### src/shared/cfs_defs.svh
// Offsets, field positions, reset values and encodings of the sequencing core.
// Assumes inclusion by bare name from the package and design files.
`ifndef CFS_DEFS_SVH
`define CFS_DEFS_SVH

// Avalon-MM byte offsets.
`define CFS_REG_PCL      5'h00
`define CFS_REG_CTRL     5'h04
`define CFS_REG_STATUS   5'h08
`define CFS_REG_ACC      5'h0c
`define CFS_REG_PC       5'h10

// Control and status bit positions.
`define CFS_CTRL_INTEN   0
`define CFS_CTRL_RST     1'h0
`define CFS_ST_C         0
`define CFS_ST_AC        1
`define CFS_ST_Z         2
`define CFS_ST_OV        3
`define CFS_ST_SP        5:4
`define CFS_ST_IRQ       6

// Instruction fields of the 14-bit word.
`define CFS_F_CLS        13:12
`define CFS_F_FUNC       11:8
`define CFS_F_DEST       7
`define CFS_F_ADDR       6:0
`define CFS_F_LIT        7:0
`define CFS_F_CALL       11
`define CFS_F_TGT        9:0
`define CFS_F_MSUB       11:9

// Instruction classes and miscellaneous sub-codes.
`define CFS_CLS_MEM      2'h0
`define CFS_CLS_LIT      2'h1
`define CFS_CLS_BR       2'h2
`define CFS_CLS_MISC     2'h3
`define CFS_MS_RET       3'h0
`define CFS_MS_INTERRUPT_RETURN      3'h1
`define CFS_MS_SZ        3'h2
`define CFS_MS_SNZ       3'h3
`define CFS_MS_MOVM      3'h4

// Vectors, data address of the low program counter byte, stack size.
`define CFS_RST_VEC      10'h000
`define CFS_INT_VEC      10'h004
`define CFS_PCL_DADDR    7'h02
`define CFS_STK_FULL     2'h2

`endif

### src/shared/cfs_pkg.sv
// Types shared by the sequencing core and its ALU.
// Assumes nothing beyond the constants header.
`include "cfs_defs.svh"

package cfs_pkg;

  typedef enum logic [1:0] {ph_t1, ph_t2, ph_t3, ph_t4} cfs_phase_e;

  typedef enum logic [3:0] {
    alu_add, alu_adc, alu_sub, alu_sbc, alu_and, alu_or, alu_xor, alu_cpl,
    alu_daa, alu_rr, alu_rrc, alu_rl, alu_rlc, alu_inc, alu_dec, alu_mov
  } cfs_alu_e;

  typedef struct packed {
    logic ov;
    logic z;
    logic ac;
    logic c;
  } cfs_flags_s;

  typedef struct packed {
    logic [9:0] addr;
    logic       rd;
  } cfs_pm_req_s;

  typedef struct packed {
    logic [6:0] addr;
    logic       rd;
    logic       wr;
    logic [7:0] wdata;
  } cfs_dm_req_s;

  typedef struct packed {
    cfs_phase_e       phase;
    logic [3:0]       phase_clk;
    logic [9:0]       pc;
    cfs_pm_req_s      pm;
    cfs_dm_req_s      dm;
    logic [13:0]      ir;
    logic [9:0]       ir_addr;
    logic             ir_dummy;
    logic             ir_int;
    logic [7:0]       opnd;
    logic [7:0]       acc;
    cfs_flags_s       flags;
    logic [1:0][9:0]  stk;
    logic [1:0]       sp;
    logic             irq_flag;
    logic             int_en;
    logic             irq_ack;
    logic             pcl_pend;
    logic [7:0]       pcl_val;
    logic             waitreq;
    logic [31:0]      rdata;
  } cfs_state_s;

endpackage

### src/logic/cfs_core.sv
// Instruction sequencing core: four-phase cycle, prefetch pipeline, program
// counter, two-level return stack, interrupt deferral and the accumulator ALU.
// Assumes program and data memory answer one clock after a registered request
// and that all inputs are synchronous to clk.
`timescale 1ns/10ps
`include "cfs_defs.svh"

// What this block does
// RL1: Four non-overlapping phases form one instruction cycle.
// RL2: Fetch and advance counter at first phase.
// RL3: Fetch next while executing current instruction.
// RL4: Branches take two cycles: target, then branch.
// RL5: Counter steps by one unless transferring elsewhere.
// RL6: Counter is ten bits: two high, eight low.
// RL7: Low byte readable, writable; jumps within page.
// RL8: Low byte write inserts one dummy cycle.
// RL9: Jumps, calls, interrupts, reset load counter directly.
// RL10: Met skip discards prefetch, runs dummy cycle.
// RL11: Two-level stack, counter values, software-invisible.
// RL12: Call/interrupt push; returns restore from stack.
// RL13: Reset points stack pointer at top.
// RL14: Full stack defers interrupt until return.
// RL15: Call on full stack overflows, oldest lost.
// RL16: Operands and results move through accumulator, ALU.
// RL17: Result to chosen register, status flags updated.
// RL18: Add, subtract, with carry, decimal adjust.
// RL19: AND, OR, XOR, complement to either destination.
// RL20: Rotations, increment, decrement to either destination.
// RL21: Reset starts execution at address zero.
// RL22: Rotate through carry swaps end bit, carry.
module cfs_core (
  input  wire logic            clk,
  input  wire logic            sys_rst,
  input  wire logic [13:0]     pm_data,
  input  wire logic [7:0]      dm_rdata,
  input  wire logic            irq_event,
  output cfs_pkg::cfs_pm_req_s pm_req,
  output cfs_pkg::cfs_dm_req_s dm_req,
  output logic [3:0]           instr_phase_clocks,
  output logic                 irq_ack,
  input  wire logic [4:0]      avs_address,
  input  wire logic            avs_read,
  input  wire logic            avs_write,
  input  wire logic [31:0]     avs_writedata,
  output logic [31:0]          avs_readdata,
  output logic                 avs_waitrequest
);

  cfs_pkg::cfs_state_s s_r;
  cfs_pkg::cfs_state_s s_nxt;

  logic [1:0]          cls;
  logic [2:0]          msub;
  logic                is_alu;
  logic                pcl_addr;
  logic                mem_rd;
  logic [7:0]          alu_res;
  cfs_pkg::cfs_flags_s alu_flags;

  ////////////////////////////////////////////////////////////////////////////

  assign cls      = s_r.ir[`CFS_F_CLS];
  assign msub     = s_r.ir[`CFS_F_MSUB];
  assign is_alu   = (cls == `CFS_CLS_MEM) || (cls == `CFS_CLS_LIT);
  assign pcl_addr = (s_r.ir[`CFS_F_ADDR] == `CFS_PCL_DADDR);
  assign mem_rd   = !s_r.ir_dummy && !s_r.ir_int &&
                    ((cls == `CFS_CLS_MEM) ||
                     (cls == `CFS_CLS_MISC && (msub == `CFS_MS_SZ || msub == `CFS_MS_SNZ)));

  cfs_alu u_alu (
    .func (cfs_pkg::cfs_alu_e'(s_r.ir[`CFS_F_FUNC])),
    .acc  (s_r.acc),
    .opnd (s_r.opnd),
    .fin  (s_r.flags),
    .res  (alu_res),
    .fout (alu_flags)
  );

  ////////////////////////////////////////////////////////////////////////////

  always_comb begin : comb_next
    logic       redir;
    logic       push;
    logic       pop;
    logic       wr_res;
    logic [9:0] tgt;
    logic [9:0] push_val;
    logic [7:0] wval;
    redir    = 1'b0;
    push     = 1'b0;
    pop      = 1'b0;
    wr_res   = 1'b0;
    tgt      = s_r.pc;
    push_val = s_r.ir_addr;
    wval     = alu_res;
    s_nxt    = s_r;
    s_nxt.irq_ack = 1'b0;
    s_nxt.dm.wr   = 1'b0;

    case (s_r.phase)
      cfs_pkg::ph_t1: begin
        // The counter always points one word past the fetch in flight.
        s_nxt.pm.addr = s_r.pc; // RL2
        s_nxt.pm.rd   = 1'b1;
        s_nxt.pc      = s_r.pc + 10'h001; // RL5
        s_nxt.phase   = cfs_pkg::ph_t2; // RL1
      end
      cfs_pkg::ph_t2: begin
        s_nxt.pm.rd   = 1'b0;
        s_nxt.dm.addr = s_r.ir[`CFS_F_ADDR];
        s_nxt.dm.rd   = mem_rd && !pcl_addr;
        s_nxt.phase   = cfs_pkg::ph_t3; // RL1
      end
      cfs_pkg::ph_t3: begin
        s_nxt.dm.rd = 1'b0;
        if (cls == `CFS_CLS_LIT) begin
          s_nxt.opnd = s_r.ir[`CFS_F_LIT];
        end else if (pcl_addr) begin
          s_nxt.opnd = s_r.ir_addr[7:0]; // RL7
        end else begin
          s_nxt.opnd = dm_rdata; // RL16
        end
        s_nxt.phase = cfs_pkg::ph_t4; // RL1
      end
      cfs_pkg::ph_t4: begin
        s_nxt.phase = cfs_pkg::ph_t1; // RL1
        if (s_r.ir_int) begin
          // Acknowledged interrupt: saves the address of the replaced word.
          push     = 1'b1; // RL12
          push_val = s_r.ir_addr;
          redir    = 1'b1;
          tgt      = `CFS_INT_VEC; // RL9
        end else if (!s_r.ir_dummy) begin
          if (is_alu) begin
            s_nxt.flags = alu_flags; // RL17
            if (cls == `CFS_CLS_MEM && s_r.ir[`CFS_F_DEST]) begin
              wr_res = 1'b1; // RL17
            end else begin
              s_nxt.acc = alu_res; // RL16
            end
          end else if (cls == `CFS_CLS_BR) begin
            push     = s_r.ir[`CFS_F_CALL]; // RL12
            push_val = s_r.ir_addr + 10'h001;
            redir    = 1'b1; // RL4
            tgt      = s_r.ir[`CFS_F_TGT]; // RL9
          end else begin
            case (msub)
              `CFS_MS_RET:  pop = 1'b1; // RL12
              `CFS_MS_INTERRUPT_RETURN: begin
                pop          = 1'b1; // RL12
                s_nxt.int_en = 1'b1;
              end
              // A met skip refetches at the counter, dropping the prefetch.
              `CFS_MS_SZ:   redir = (s_r.opnd == 8'h00); // RL10
              `CFS_MS_SNZ:  redir = (s_r.opnd != 8'h00); // RL10
              `CFS_MS_MOVM: begin
                wr_res = 1'b1;
                wval   = s_r.acc;
              end
              default: ;
            endcase
          end
        end

        if (wr_res) begin
          if (pcl_addr) begin
            redir = 1'b1; // RL8
            tgt   = {s_r.ir_addr[9:8], wval}; // RL7
          end else begin
            s_nxt.dm.wr    = 1'b1;
            s_nxt.dm.wdata = wval;
          end
        end

        // Stack: the pointer counts saved entries, zero is the top.
        if (push) begin
          if (s_r.sp == `CFS_STK_FULL) begin
            s_nxt.stk[0] = s_r.stk[1]; // RL15
            s_nxt.stk[1] = push_val; // RL15
          end else begin
            s_nxt.stk[s_r.sp[0]] = push_val; // RL11
            s_nxt.sp             = s_r.sp + 2'h1;
          end
        end
        if (pop) begin
          redir = 1'b1;
          if (s_r.sp != 2'h0) begin
            tgt      = s_r.stk[s_r.sp[1]]; // RL12
            s_nxt.sp = s_r.sp - 2'h1;
          end else begin
            tgt = s_r.stk[0];
          end
        end

        // A bus write of the low byte jumps within the executing page.
        if (s_r.pcl_pend) begin
          redir          = 1'b1; // RL8
          tgt            = {s_r.ir_addr[9:8], s_r.pcl_val}; // RL7
          s_nxt.pcl_pend = 1'b0;
        end

        if (redir) begin
          s_nxt.pc       = tgt; // RL9
          s_nxt.ir_dummy = 1'b1; // RL4
          s_nxt.ir_int   = 1'b0;
        end else begin
          s_nxt.ir       = pm_data; // RL3
          s_nxt.ir_addr  = s_r.pm.addr;
          s_nxt.ir_dummy = 1'b0;
          s_nxt.ir_int   = 1'b0;
          // Acknowledge only with room on the stack, so a return frees it.
          if (s_r.irq_flag && s_r.int_en && s_nxt.sp != `CFS_STK_FULL) begin
            s_nxt.ir_int   = 1'b1; // RL14
            s_nxt.irq_flag = 1'b0;
            s_nxt.int_en   = 1'b0;
            s_nxt.irq_ack  = 1'b1;
          end
        end
      end
      default: s_nxt.phase = cfs_pkg::ph_t1;
    endcase

    // A new request wins over the acknowledge that clears the flag.
    if (irq_event) begin
      s_nxt.irq_flag = 1'b1; // RL14
    end

    case (s_nxt.phase)
      cfs_pkg::ph_t1: s_nxt.phase_clk = 4'h1; // RL1
      cfs_pkg::ph_t2: s_nxt.phase_clk = 4'h2;
      cfs_pkg::ph_t3: s_nxt.phase_clk = 4'h4;
      cfs_pkg::ph_t4: s_nxt.phase_clk = 4'h8;
      default:        s_nxt.phase_clk = 4'h0;
    endcase

    // Avalon slave: answer in the cycle after the request, act on the edge
    // at which the master sees waitrequest low.
    s_nxt.waitreq = 1'b1;
    if ((avs_read || avs_write) && s_r.waitreq) begin
      s_nxt.waitreq = 1'b0;
      case (avs_address)
        `CFS_REG_PCL:    s_nxt.rdata = {24'h000000, s_r.ir_addr[7:0]}; // RL7
        `CFS_REG_CTRL:   s_nxt.rdata = {31'h00000000, s_r.int_en};
        `CFS_REG_STATUS: s_nxt.rdata = {25'h0000000, s_r.irq_flag, s_r.sp, s_r.flags};
        `CFS_REG_ACC:    s_nxt.rdata = {24'h000000, s_r.acc};
        `CFS_REG_PC:     s_nxt.rdata = {22'h000000, s_r.ir_addr}; // RL6
        default:         s_nxt.rdata = 32'h00000000;
      endcase
    end else if (avs_write && !s_r.waitreq) begin
      case (avs_address)
        `CFS_REG_PCL: begin
          s_nxt.pcl_pend = 1'b1; // RL7
          s_nxt.pcl_val  = avs_writedata[7:0];
        end
        `CFS_REG_CTRL: s_nxt.int_en = avs_writedata[`CFS_CTRL_INTEN];
        default: ;
      endcase
    end
  end

  ////////////////////////////////////////////////////////////////////////////

  always_ff @(posedge clk) begin
    if (sys_rst) begin
      s_r           <= '0;
      s_r.phase     <= cfs_pkg::ph_t1;
      s_r.phase_clk <= 4'h0;
      s_r.pc        <= `CFS_RST_VEC; // RL21
      s_r.ir_dummy  <= 1'b1;
      s_r.sp        <= 2'h0; // RL13
      s_r.int_en    <= `CFS_CTRL_RST;
      s_r.waitreq   <= 1'b1;
    end else begin
      s_r <= s_nxt;
    end
  end

  assign pm_req             = s_r.pm;
  assign dm_req             = s_r.dm;
  assign instr_phase_clocks = s_r.phase_clk;
  assign irq_ack            = s_r.irq_ack;
  assign avs_readdata       = s_r.rdata;
  assign avs_waitrequest    = s_r.waitreq;

endmodule // cfs_core

### src/logic/cfs_alu.sv
// Eight-bit accumulator ALU: arithmetic, logic, rotation, increment, decrement.
// Assumes the caller registers its result and flags; purely combinational.
`timescale 1ns/10ps

module cfs_alu (
  input  cfs_pkg::cfs_alu_e   func,
  input  wire logic [7:0]     acc,
  input  wire logic [7:0]     opnd,
  input  cfs_pkg::cfs_flags_s fin,
  output logic [7:0]          res,
  output cfs_pkg::cfs_flags_s fout
);

  logic [8:0] sum9;
  logic [4:0] half5;
  logic [7:0] bsel;
  logic       cin;
  logic       hi_adj;

  always_comb begin
    sum9   = 9'h000;
    half5  = 5'h00;
    bsel   = opnd;
    cin    = 1'b0;
    hi_adj = 1'b0;
    fout   = fin;
    res    = opnd;
    case (func)
      cfs_pkg::alu_add, cfs_pkg::alu_adc, cfs_pkg::alu_sub, cfs_pkg::alu_sbc: begin
        // Subtraction adds the complement, so carry set means no borrow.
        bsel    = (func == cfs_pkg::alu_sub || func == cfs_pkg::alu_sbc) ? ~opnd : opnd;
        cin     = (func == cfs_pkg::alu_sub) ? 1'b1 :
                  (func == cfs_pkg::alu_add) ? 1'b0 : fin.c;
        sum9    = {1'b0, acc} + {1'b0, bsel} + {8'h00, cin}; // RL18
        half5   = {1'b0, acc[3:0]} + {1'b0, bsel[3:0]} + {4'h0, cin};
        res     = sum9[7:0];
        fout.c  = sum9[8]; // RL17
        fout.ac = half5[4];
        fout.ov = (acc[7] == bsel[7]) && (sum9[7] != acc[7]);
        fout.z  = (sum9[7:0] == 8'h00);
      end
      cfs_pkg::alu_and: begin
        res    = acc & opnd; // RL19
        fout.z = ((acc & opnd) == 8'h00);
      end
      cfs_pkg::alu_or: begin
        res    = acc | opnd; // RL19
        fout.z = ((acc | opnd) == 8'h00);
      end
      cfs_pkg::alu_xor: begin
        res    = acc ^ opnd; // RL19
        fout.z = ((acc ^ opnd) == 8'h00);
      end
      cfs_pkg::alu_cpl: begin
        res    = ~opnd; // RL19
        fout.z = (opnd == 8'hff);
      end
      cfs_pkg::alu_daa: begin
        sum9   = {1'b0, acc} + ((acc[3:0] > 4'h9 || fin.ac) ? 9'h006 : 9'h000); // RL18
        hi_adj = (sum9[7:4] > 4'h9) || fin.c || sum9[8];
        sum9   = sum9 + (hi_adj ? 9'h060 : 9'h000);
        res    = sum9[7:0];
        fout.c = hi_adj;
      end
      cfs_pkg::alu_rr:  res = {opnd[0], opnd[7:1]}; // RL20
      cfs_pkg::alu_rl:  res = {opnd[6:0], opnd[7]}; // RL20
      cfs_pkg::alu_rrc: begin
        res    = {fin.c, opnd[7:1]}; // RL22
        fout.c = opnd[0];
      end
      cfs_pkg::alu_rlc: begin
        res    = {opnd[6:0], fin.c}; // RL22
        fout.c = opnd[7];
      end
      cfs_pkg::alu_inc: begin
        res    = opnd + 8'h01; // RL20
        fout.z = (opnd == 8'hff);
      end
      cfs_pkg::alu_dec: begin
        res    = opnd - 8'h01; // RL20
        fout.z = (opnd == 8'h01);
      end
      default: res = opnd;
    endcase
  end

endmodule // cfs_alu

### config.mk
export PLATFORM = sky130hd
export DESIGN_NAME = cfs_core
export DESIGN_NICKNAME = d
export VERILOG_FILES = /design/src/shared/cfs_pkg.sv /design/src/logic/cfs_core.sv /design/src/logic/cfs_alu.sv
export VERILOG_INCLUDE_DIRS = /design/src /design/src/shared
export SDC_FILE = /design/constraint.sdc
export NUM_CORES = 1
export LEC_CHECK = 0
export BUFFER_PORTS_ARGS = -buffer_cell sky130_fd_sc_hd__buf_2
export CELL_PAD_IN_SITES_DETAIL_PLACEMENT = 1
export CELL_PAD_IN_SITES_GLOBAL_PLACEMENT = 1
export CORE_ASPECT_RATIO = 2
export CORE_UTILIZATION = 43
export DETAILED_ROUTE_END_ITERATION = 7
export PLACE_DENSITY_LB_ADDON = 0.1
export SLEW_MARGIN = 15
export SYNTH_ARGS = -nofsm -noshare
export SYNTH_HDL_FRONTEND = slang
export SYNTH_HIERARCHICAL = 1
export SYNTH_SLANG_ARGS = --single-unit
export TNS_END_PERCENT = 20
### constraint.sdc
create_clock -name clk -period 4.15 [get_ports clk]
set_input_delay 0.6225 -clock clk [delete_from_list [all_inputs] [get_ports clk]]
set_output_delay 0.6225 -clock clk [all_outputs]
set_load 0.02 [all_outputs]
==> results.sh, run 1 <==
export IMPL_run_status="finished clean"
export IMPL_placed_cells=1453
export IMPL_cts_tree="built"
export IMPL_critical_path_arrival_ps=4230
export IMPL_final_net_count=1310
export IMPL_min_period_ps=3960
export IMPL_drt_first_pass_iters=5
export IMPL_synth_commonest_cells="sky130_fd_sc_hd__nor2_1 (153), sky130_fd_sc_hd__dfxtp_1 (135), sky130_fd_sc_hd__nand2_1 (115)"
export IMPL_synth_top_cell_by_area="sky130_fd_sc_hd__dfxtp_1"
export IMPL_finalMaxSlewViolations=0
export IMPL_synth_ff_latch_count=135
export IMPL_numCtsBuffers=17
export IMPL_grt_start_max_net_pins=73
export IMPL_global_route_overflow_total=0
export IMPL_yosysMostFrequentCell="sky130_fd_sc_hd__nor2_1"
export IMPL_layout_drive_gt1_share_pct=15.9
export IMPL_ys_seq_area_share_pct=29.1
export IMPL_worstPathCellList="o21ai_0 > nand2b_1 > ha_1 > inv_1 > fa_2 > or3_1 > xnor2_2 > o21ai_2 > nand2_1 > xor2_1 > ha_1 > inv_1 > o21ai_0 > a22oi_1 > nand3_1 > o32a_1 > mux2_2 > nand2_1 > a31o_2 > a211oi_1"
export IMPL_drtIter0Drc=376
export IMPL_floorplan_row_count=75
export IMPL_async_flop_share_pct=0
export IMPL_place_area_mm2=0.00963
export IMPL_post_cts_repair_setup_buffers=0
export IMPL_leakagePower_nw=4.11
export IMPL_design_portCount=130
export IMPL_required_ps=4420
export IMPL_final_setup_skew_ps=8.28
export IMPL_peakVddDrop_v=0.000381
export IMPL_cts_sink_count=135
export IMPL_start_util_pct=44.0
export IMPL_clock_latency_of_the_later_clocked_register_in_the_worst_skew_pair_ps=430
export IMPL_cts_root_buf="sky130_fd_sc_hd__clkbuf_16"
export IMPL_clock_transition_at_the_registers_of_the_reported_paths_ps=60
export IMPL_switching_share_pct=33.5
export IMPL_netlist_cell_type_count=86
export IMPL_grt_first_pass_wirelength_um=54300
export IMPL_die_height_um=210
export IMPL_synth_enable_flop_cells=0
export IMPL_cts_htree_levels=4
export IMPL_seqPwrFrac_pct=34.4
export IMPL_timing_final_crit_share_pct=95.4
export IMPL_grt_usage_pct=33.1
export IMPL_min_path_type="in -> reg"
export IMPL_antenna_violating_nets_post_route=0
export IMPL_post_layout_nonfiller_instances=1485
export IMPL_net_switching_power_mw=1.45
export IMPL_detail_route_wl_per_cell_um=24.1
export IMPL_crit_fanout=3
export IMPL_max_clock_path_buffers=2
export IMPL_finalWeightedCongestion=0.991
export IMPL_route_vias_total=8856
export IMPL_fmaxAchievable_mhz=252
export IMPL_max_cap_violations=0
export IMPL_postRouteWirelength_um=35800
export IMPL_gate_count_after_technology_mapping=1180
export IMPL_cell_area_after_synthesis_mm2=0.00929
export IMPL_critPathLaunchType="flip-flop"
export IMPL_antenna_violations_before_repair=0
export IMPL_finalSetupViolations=0
export IMPL_timing_max_slew_rel_slack_pct=36.5
export IMPL_timing_worst_slew_pin_value_ps=946
export IMPL_combinationalPowerShare_pct=27.7
export IMPL_routed_via_density=5.96
export IMPL_grt_pass1_vias=9138
export IMPL_syn_to_final_growth_pct=10.7
export IMPL_worstSetupEndpointType="flip-flop"
export IMPL_synth_top_area_share_pct=29.1
export IMPL_synthesis_yosys_warnings=6
export IMPL_top_cells_by_area_synth="sky130_fd_sc_hd__dfxtp_1 (29%), sky130_fd_sc_hd__mux2i_1 (9.2%), sky130_fd_sc_hd__nor2_1 (6.2%)"
export IMPL_route_detailed_drc=0
export IMPL_timing_hold_violations_final=0
export IMPL_worst_path_dominant_cell_family="compound AO/OA/AOI/OAI gates"
export IMPL_fin_util_pct=48.7
export IMPL_fp_coreArea_mm2=0.0211
export IMPL_dieArea_mm2=0.0222
export IMPL_die_width_um=106
export IMPL_clock_power_share_pct=38.0
export IMPL_cp_num_buf_inv=2
export IMPL_path_class="reg -> reg"
export IMPL_p_int_mw=2.87
export IMPL_detailed_place_hpwl_um=27300
export IMPL_synth_flop_cell="sky130_fd_sc_hd__dfxtp_1"
export IMPL_diodes=0
export IMPL_power_per_cell_area_mw_per_mm2=420
export IMPL_buffer_ports_inserted=83
export IMPL_synthesis_area_per_instance_um2=7.87
export IMPL_slowest_stage="sky130_fd_sc_hd__o32a_1"
export IMPL_final_cell_area_excluding_filler_cells_mm2=0.0103
export IMPL_critical_path_max_stage_delay_ps=380
export IMPL_design_power_total_mw=4.32
## tightest hold or removal path, cell delays in order
cell and delay [ps]:
sky130_fd_sc_hd__buf_2 70, sky130_fd_sc_hd__mux2i_1 50, sky130_fd_sc_hd__nor2_1 70
## worst paths after layout
kind,startpoint,end,slack (ps),depth (start not counted)
hold / removal,avs_writedata[6],s_r[39],420,3
hold reg to reg,pm_req[6],s_r[94],470,2
setup / recovery,s_r[73],s_r[147],190,20
setup reg to reg,s_r[73],s_r[147],190,20
## flip-flops by register name, summed over array words and instances, names as in the netlist
register            flops
instr_phase_clocks      4
pm_req                 11
s_r                    86
dm_req                 17
msub                    3
avs_waitrequest         1
avs_readdata           10
cls                     2
irq_ack                 1
## metrics by stage
stage	hold WS, ps	TNS [ps]	worst slack [ps]
after floorplan	445	0	367
after global placement	453	0	256
after detailed placement	465	0	163
after CTS	415	0	144
after global routing	435	-11.8	-11.8
final	425	0	189
## metal layers
metal | up-vias | part of all wire, % | global-route usage (%)
met5 | - | 0 | 0
met4 | 0 | 8.9 | 25.9
met3 | 116 | 2.9 | 4.66
met2 | 246 | 53 | 61.9
met1 | 4361 | 35 | 31.9
li1 | 4133 | - | -
## final cells by class
class	instances	area [um2]
Timing Repair Buffer	125	733
Fill cell	2677	10800
Sequential cell	135	2700
Tap cell	269	337
Clock inverter	11	169
Inverter	36	135
Multi-Input combinational cell	888	5740
Clock buffer	21	470
## cells by family after synthesis
logic type / synth area share [%]
flops: 29.1
fa+ha+maj: 6.03
other cells: 0.0404
buf+inv: 10.2
simple gates: 21.3
mux: 10.5
compound gates: 18.9
xor+xnor: 3.86
## placed cells by master, fill, tap and decap left out, drive strengths merged, types with 8 or more instances in the layout
master,netlist,layout
nor2,156,156
nor4,14,14
nand2b,15,15
nand4,11,11
or3,8,8
o21ai,56,56
clkbuf,43,21
o22ai,9,9
xnor2,30,30
a31oi,10,10
buf,99,125
a211oi,18,18
nor2b,13,13
xor2,11,11
nor3,24,24
a22oi,26,26
nand3,27,27
a21oi,77,77
and3,8,8
dfxtp,135,135
ha,40,40
nand2,115,115
mux2i,85,85
conb,1,22
o211ai,9,9
inv,36,38
## repair_timing
item | CTS | global route
gates resized for setup | 0 | 4
hold buffers | 0 | 0
setup endpoints to repair | 0 | 2
## power by group through the flow
stage | Clock, mW | Combinational (mW) | Sequential, mW
after global placement | 0 | 1.16 | 1.51
final | 1.64 | 1.19 | 1.49
after floorplan | 0 | 0.844 | 1.48
after global routing | 1.72 | 1.28 | 1.50
after CTS | 1.67 | 1.18 | 1.49
after detailed placement | 0 | 1.17 | 1.51
(Power assumes the default switching activity.)
==> run 2: changes to the inputs <==
MAX_ROUTING_LAYER = met4   (was not set)
==> run 2 against run 1 <==
  * Setup slack worse by 45 ps
  * Fmax fell by 1.1%
  * First-iteration DRC count is 13% higher
  * Count of clock-buffer cells in the layout grew 1
  * Utilization shrank 0.30 points
  * Critical path type unchanged
  * Critical endpoint unchanged
  * Largest cell class unchanged
==> results.sh, run 2 (synthesized netlist as in run 1, its figures left out) <==
export IMPL_cts_sink_count=135
export IMPL_design_portCount=130
export IMPL_timing_worst_slew_pin_value_ps=997
export IMPL_critical_path_arrival_ps=4280
export IMPL_finalWeightedCongestion=1.02
export IMPL_die_width_um=106
export IMPL_max_cap_violations=0
export IMPL_antenna_violating_nets_post_route=0
export IMPL_critical_path_max_stage_delay_ps=360
export IMPL_grt_first_pass_wirelength_um=54700
export IMPL_placed_cells=1451
export IMPL_timing_final_crit_share_pct=96.5
export IMPL_antenna_violations_before_repair=0
export IMPL_floorplan_row_count=75
export IMPL_slowest_stage="sky130_fd_sc_hd__fa_2"
export IMPL_route_vias_total=8759
export IMPL_largest_register_ffs=86
export IMPL_cpMostUsedCell="sky130_fd_sc_hd__ha_1"
export IMPL_die_height_um=210
export IMPL_max_clock_path_buffers=2
export IMPL_crit_fanout=3
export IMPL_grt_usage_pct=34.7
export IMPL_worstPathCellList="o21ai_0 > nand2b_1 > ha_1 > inv_1 > fa_2 > or3_1 > xnor2_1 > o21ai_1 > nand2_1 > ha_1 > ha_1 > inv_1 > o21ai_0 > a22oi_1 > nand3_1 > o32a_1 > mux2_2 > nand2_1 > a31o_2 > a211oi_1"
export IMPL_start_util_pct=44.0
export IMPL_detailed_place_hpwl_um=27700
export IMPL_fp_coreArea_mm2=0.0211
export IMPL_most_common_layout_cells="sky130_fd_sc_hd__nor2_1 (153), sky130_fd_sc_hd__dfxtp_1 (134), sky130_fd_sc_hd__nand2_1 (115)"
export IMPL_final_setup_skew_ps=8.74
export IMPL_detail_route_wl_per_cell_um=24.7
export IMPL_layout_commonest_cell="sky130_fd_sc_hd__nor2_1"
export IMPL_place_area_mm2=0.00962
export IMPL_min_period_ps=4010
export IMPL_fin_util_pct=48.4
export IMPL_required_ps=4430
export IMPL_worstSetupEndpointType="flip-flop"
export IMPL_route_detailed_drc=0
export IMPL_peakVddDrop_v=0.000402
export IMPL_numCtsBuffers=17
export IMPL_hold_slack_ps=422
export IMPL_switching_share_pct=34.4
export IMPL_cts_htree_levels=4
export IMPL_worst_r2r_cell_count=20
export IMPL_p_int_mw=2.76
export IMPL_dieArea_mm2=0.0222
export IMPL_timing_max_slew_rel_slack_pct=33.1
export IMPL_leakagePower_nw=4.06
export IMPL_cts_tree="built"
export IMPL_min_path_type="in -> reg"
export IMPL_path_class="reg -> reg"
export IMPL_global_route_overflow_total=0
export IMPL_clock_power_share_pct=35.7
export IMPL_max_flop_register="s_r"
export IMPL_routed_via_density=5.91
export IMPL_post_layout_nonfiller_instances=1483
export IMPL_diodes=0
export IMPL_timing_hold_worst_endpoint="s_r[35]"
export IMPL_net_switching_power_mw=1.45
export IMPL_worst_path_dominant_cell_family="compound AO/OA/AOI/OAI gates"
export IMPL_final_cell_area_excluding_filler_cells_mm2=0.0102
export IMPL_worst_r2r_startpoint="s_r[73]"
export IMPL_cp_num_buf_inv=2
export IMPL_buffer_ports_inserted=83
export IMPL_syn_to_final_growth_pct=10.0
export IMPL_hold_start="avs_writedata[2]"
export IMPL_finalMaxSlewViolations=0
export IMPL_fillCellCount=2648
export IMPL_critPathLaunchType="flip-flop"
export IMPL_finalSetupViolations=0
export IMPL_timing_hold_violations_final=0
export IMPL_crit_reg2reg_capture="s_r[147]"
export IMPL_hold_path_depth=3
export IMPL_fmaxAchievable_mhz=250
export IMPL_seqPwrFrac_pct=35.4
export IMPL_clock_transition_at_the_registers_of_the_reported_paths_ps=60
export IMPL_postRouteWirelength_um=36600
export IMPL_drt_first_pass_iters=5
export IMPL_clock_latency_of_the_later_clocked_register_in_the_worst_skew_pair_ps=430
export IMPL_ff2ff_setup_slack_ps=140
export IMPL_run_status="finished clean"
export IMPL_power_per_cell_area_mw_per_mm2=411
export IMPL_layout_drive_gt1_share_pct=15.7
export IMPL_grt_pass1_vias=9136
export IMPL_final_net_count=1310
export IMPL_grt_start_max_net_pins=79
export IMPL_combinationalPowerShare_pct=28.9
export IMPL_drtIter0Drc=424
export IMPL_setup_worst_path_start="s_r[73]"
export IMPL_postCtsHoldBufs=0
export IMPL_cts_root_buf="sky130_fd_sc_hd__clkbuf_16"
-- run 2: through the flow --
step | power [mW] | setup WS (ps) | TNS [ps]
floorplan | 2.32 | 367 | 0
global placement | 2.68 | 130 | 0
detailed placement | 2.70 | 72.5 | 0
CTS | 4.21 | 66.7 | 0
global route | 4.37 | -14.1 | -14.1
finish | 4.20 | 145 | 0
-- run 2: what timing repair did --
action | 4_1_cts | 5_1_grt
resized for setup | 0 | 2
setup endpoints to repair | 0 | 3
buffers inserted | 0 | 2
endpoints found under the hold margin | 0 | 0
-- run 2: worst max path at each step --
stage,endpoint,cells after the start,slack (ps)
detailed placement,s_r[147],19,70
global route,s_r[147],20,-10
CTS,s_r[147],19,70
floorplan,s_r[147],20,370
finish,s_r[147],20,140
global placement,s_r[147],19,130
-- run 2: worst reg2reg max path, stage by stage (launching register included) --
cell                       delay (ps)
sky130_fd_sc_hd__dfxtp_1          320
sky130_fd_sc_hd__o21ai_0           90
sky130_fd_sc_hd__nand2b_1         130
sky130_fd_sc_hd__ha_1             190
sky130_fd_sc_hd__inv_1             60
sky130_fd_sc_hd__fa_2             360
sky130_fd_sc_hd__or3_1            330
sky130_fd_sc_hd__xnor2_1          150
sky130_fd_sc_hd__o21ai_1          200
sky130_fd_sc_hd__nand2_1          110
sky130_fd_sc_hd__ha_1             200
sky130_fd_sc_hd__ha_1             280
sky130_fd_sc_hd__inv_1             50
sky130_fd_sc_hd__o21ai_0          170
sky130_fd_sc_hd__a22oi_1          210
sky130_fd_sc_hd__nand3_1          110
sky130_fd_sc_hd__o32a_1           330
sky130_fd_sc_hd__mux2_2           290
sky130_fd_sc_hd__nand2_1           80
sky130_fd_sc_hd__a31o_2           140
sky130_fd_sc_hd__a211oi_1          50
-- run 2: per-layer routing --
layer | up-vias | GRT usage, % | part of all wire, %
li1 | 4125 | - | -
met1 | 4241 | 31.1 | 34
met5 | - | - | 0
met2 | 262 | 62.2 | 53
met3 | 131 | 6.18 | 3.8
met4 | 0 | 29.1 | 9.4
-- run 2: final cells by class --
cell class	instances	area, um2	area share (%)
multi-input cells	888	5730	56.1
flip-flops and latches	135	2700	26.4
repair buffers	125	733	7.17
clock buffers	22	484	4.74
well taps	269	337	3.29
inverters	36	135	1.32
clock inverters	8	97.6	0.955
-- run 2: power by group through the flow --
stage | clock network, mW | registers (mW) | logic (mW)
3_5_place_dp | 0 | 1.51 | 1.19
5_1_grt | 1.58 | 1.50 | 1.29
3_3_place_gp | 0 | 1.51 | 1.17
4_1_cts | 1.53 | 1.49 | 1.19
6_report | 1.50 | 1.49 | 1.21
2_1_floorplan | 0 | 1.48 | 0.844
==> run 3: changes to the inputs <==
RECOVER_POWER = 100   (was not set)
==> run 3 against run 2 <==
  * First-iteration DRC count decreased by 6.1%
  * Largest power group unchanged
  * Worst hold slack got worse by 1.3 ps
  * Largest cell class unchanged
  * Non-clock buffer count unchanged
  * The flow now finishes with violations (max-capacitance violations, max-slew violations)
  * Highest routed layer unchanged
==> results.sh, run 3 (synthesized netlist as in run 1, its figures left out) <==
export IMPL_run_status="complete, but fails checks"
export IMPL_failing_checks="max-capacitance violations, max-slew violations"
export IMPL_seqCellArea_mm2=0.00270
export IMPL_timing_hold_violations_final=0
export IMPL_layout_commonest_cell="sky130_fd_sc_hd__nor2_1"
export IMPL_path_class="reg -> reg"
export IMPL_timing_max_slew_rel_slack_pct=-55.4
export IMPL_leakagePower_nw=3.85
export IMPL_detail_route_wl_per_cell_um=24.7
export IMPL_clock_transition_at_the_registers_of_the_reported_paths_ps=60
export IMPL_cts_root_buf="sky130_fd_sc_hd__clkbuf_16"
export IMPL_grt_first_pass_wirelength_um=54700
export IMPL_post_route_worst_setup_slack_ps=149
export IMPL_grt_usage_pct=34.7
export IMPL_final_net_count=1310
export IMPL_highest_layer="met4"
export IMPL_finalMaxSlewViolations=108
export IMPL_buffer_ports_inserted=83
export IMPL_diodes=0
export IMPL_fmaxAchievable_mhz=250
export IMPL_critical_path_arrival_ps=4330
export IMPL_clock_latency_of_the_later_clocked_register_in_the_worst_skew_pair_ps=430
export IMPL_cts_htree_levels=4
export IMPL_power_per_cell_area_mw_per_mm2=414
export IMPL_peakVddDrop_v=0.000403
export IMPL_wirelength_met1_um=12200
export IMPL_min_period_ps=4000
export IMPL_final_layout_setup_total_negative_slack_ps=0
export IMPL_most_common_layout_cells="sky130_fd_sc_hd__nor2_1 (154), sky130_fd_sc_hd__dfxtp_1 (134), sky130_fd_sc_hd__nand2_1 (115)"
export IMPL_slowest_stage="sky130_fd_sc_hd__fa_1"
export IMPL_dieArea_mm2=0.0222
export IMPL_required_ps=4480
export IMPL_antenna_violating_nets_post_route=0
export IMPL_cpMostUsedCell="sky130_fd_sc_hd__o21ai_0"
export IMPL_syn_to_final_growth_pct=9.00
export IMPL_routed_via_density=5.91
export IMPL_dr_wl_met2_um=19300
export IMPL_drtIter0Drc=398
export IMPL_critical_path_max_stage_delay_ps=470
export IMPL_timing_worst_slew_pin_value_ps=2330
export IMPL_max_flop_register="s_r"
export IMPL_fillCellCount=2654
export IMPL_worstSetupEndpointType="flip-flop"
export IMPL_final_setup_skew_ps=8.10
export IMPL_cts_tree="built"
export IMPL_largest_register_ffs=86
export IMPL_crit_fanout=4
export IMPL_die_height_um=210
export IMPL_timing_final_crit_share_pct=96.4
export IMPL_fin_util_pct=48.0
export IMPL_multi_input_comb_area_mm2=0.00571
export IMPL_worstPathCellList="or2_0 > o21ai_0 > o31ai_1 > fa_1 > fa_1 > xor2_1 > o21ai_0 > o21ai_0 > o21ai_0 > a21oi_1 > mux2i_1 > o21ai_0 > o21ai_0 > a221oi_1"
export IMPL_min_path_type="in -> reg"
export IMPL_start_util_pct=44.0
export IMPL_finalSetupViolations=0
export IMPL_route_detailed_drc=0
export IMPL_route_vias_total=8767
export IMPL_antenna_violations_before_repair=0
export IMPL_max_cap_violations=4
export IMPL_critPathLaunchType="flip-flop"
export IMPL_dp_slack_ps=72.5
export IMPL_global_route_overflow_total=0
export IMPL_floorplan_row_count=75
export IMPL_routed_wl_met3_um=1480
export IMPL_cts_sink_count=135
export IMPL_finalWeightedCongestion=1.02
export IMPL_postRouteWirelength_um=36600
export IMPL_numCtsBuffers=17
export IMPL_grt_start_max_net_pins=79
export IMPL_fp_coreArea_mm2=0.0211
export IMPL_drt_first_pass_iters=5
export IMPL_grt_pass1_vias=9136
export IMPL_layout_drive_gt1_share_pct=11.3
export IMPL_die_width_um=106
export IMPL_max_clock_path_buffers=2
export IMPL_hold_slack_ps=421
export IMPL_detailed_place_hpwl_um=27700
export IMPL_design_portCount=130
[run 3: timing repair]
item	CTS	global route
gates resized for setup	0	2
endpoints found under the setup margin	0	3
hold buffers	0	0
setup buffers	0	2
[run 3: path summary, 6_finish.rpt]
path / startpoint / endpoint / slack (ps) / cells after the start
setup / recovery: msub[1] / s_r[143] / 150 / 14
hold / removal: avs_writedata[2] / s_r[35] / 420 / 3
setup reg to reg: msub[1] / s_r[143] / 150 / 14
hold reg to reg: pm_req[4] / s_r[92] / 470 / 2
[run 3: layout make-up]
class | count | area share, %
inverters | 36 | 1.33
clock buffers | 22 | 4.78
clock inverters | 8 | 0.964
multi-input cells | 888 | 56.4
repair buffers | 125 | 6.52
flip-flops and latches | 135 | 26.7
well taps | 269 | 3.32
[run 3: power breakdown]
part	total [mW]	internal (mW)	switching (mW)	leakage, nW
sequential	1.49	1.38	0.109	1.09
clock	1.50	0.936	0.565	0.280
combinational	1.20	0.426	0.772	2.48
[run 3: through the flow]
step	std cells	power, mW	area (um2)
floorplan	1201	2.32	9370
global placement	1451	2.68	9620
detailed placement	1451	2.70	9620
CTS	1481	4.21	10200
global route	1483	4.35	10100
finish	1483	4.19	10100
[run 3: layer usage]
| layer | vias up | global-route usage, % |
|---|---|---|
| met4 | 0 | 29.1 |
| met1 | 4218 | 31.1 |
| met5 | - | - |
| met3 | 139 | 6.18 |
| li1 | 4123 | - |
| met2 | 287 | 62.2 |
[run 3: critical path, delay by kind of cell (launching register included)]
kind,cells,cell delay (ps)
fa+ha+maj,2,910
xor+xnor,1,370
simple gates,1,330
mux,1,260
flops,1,310
compound gates,9,1710
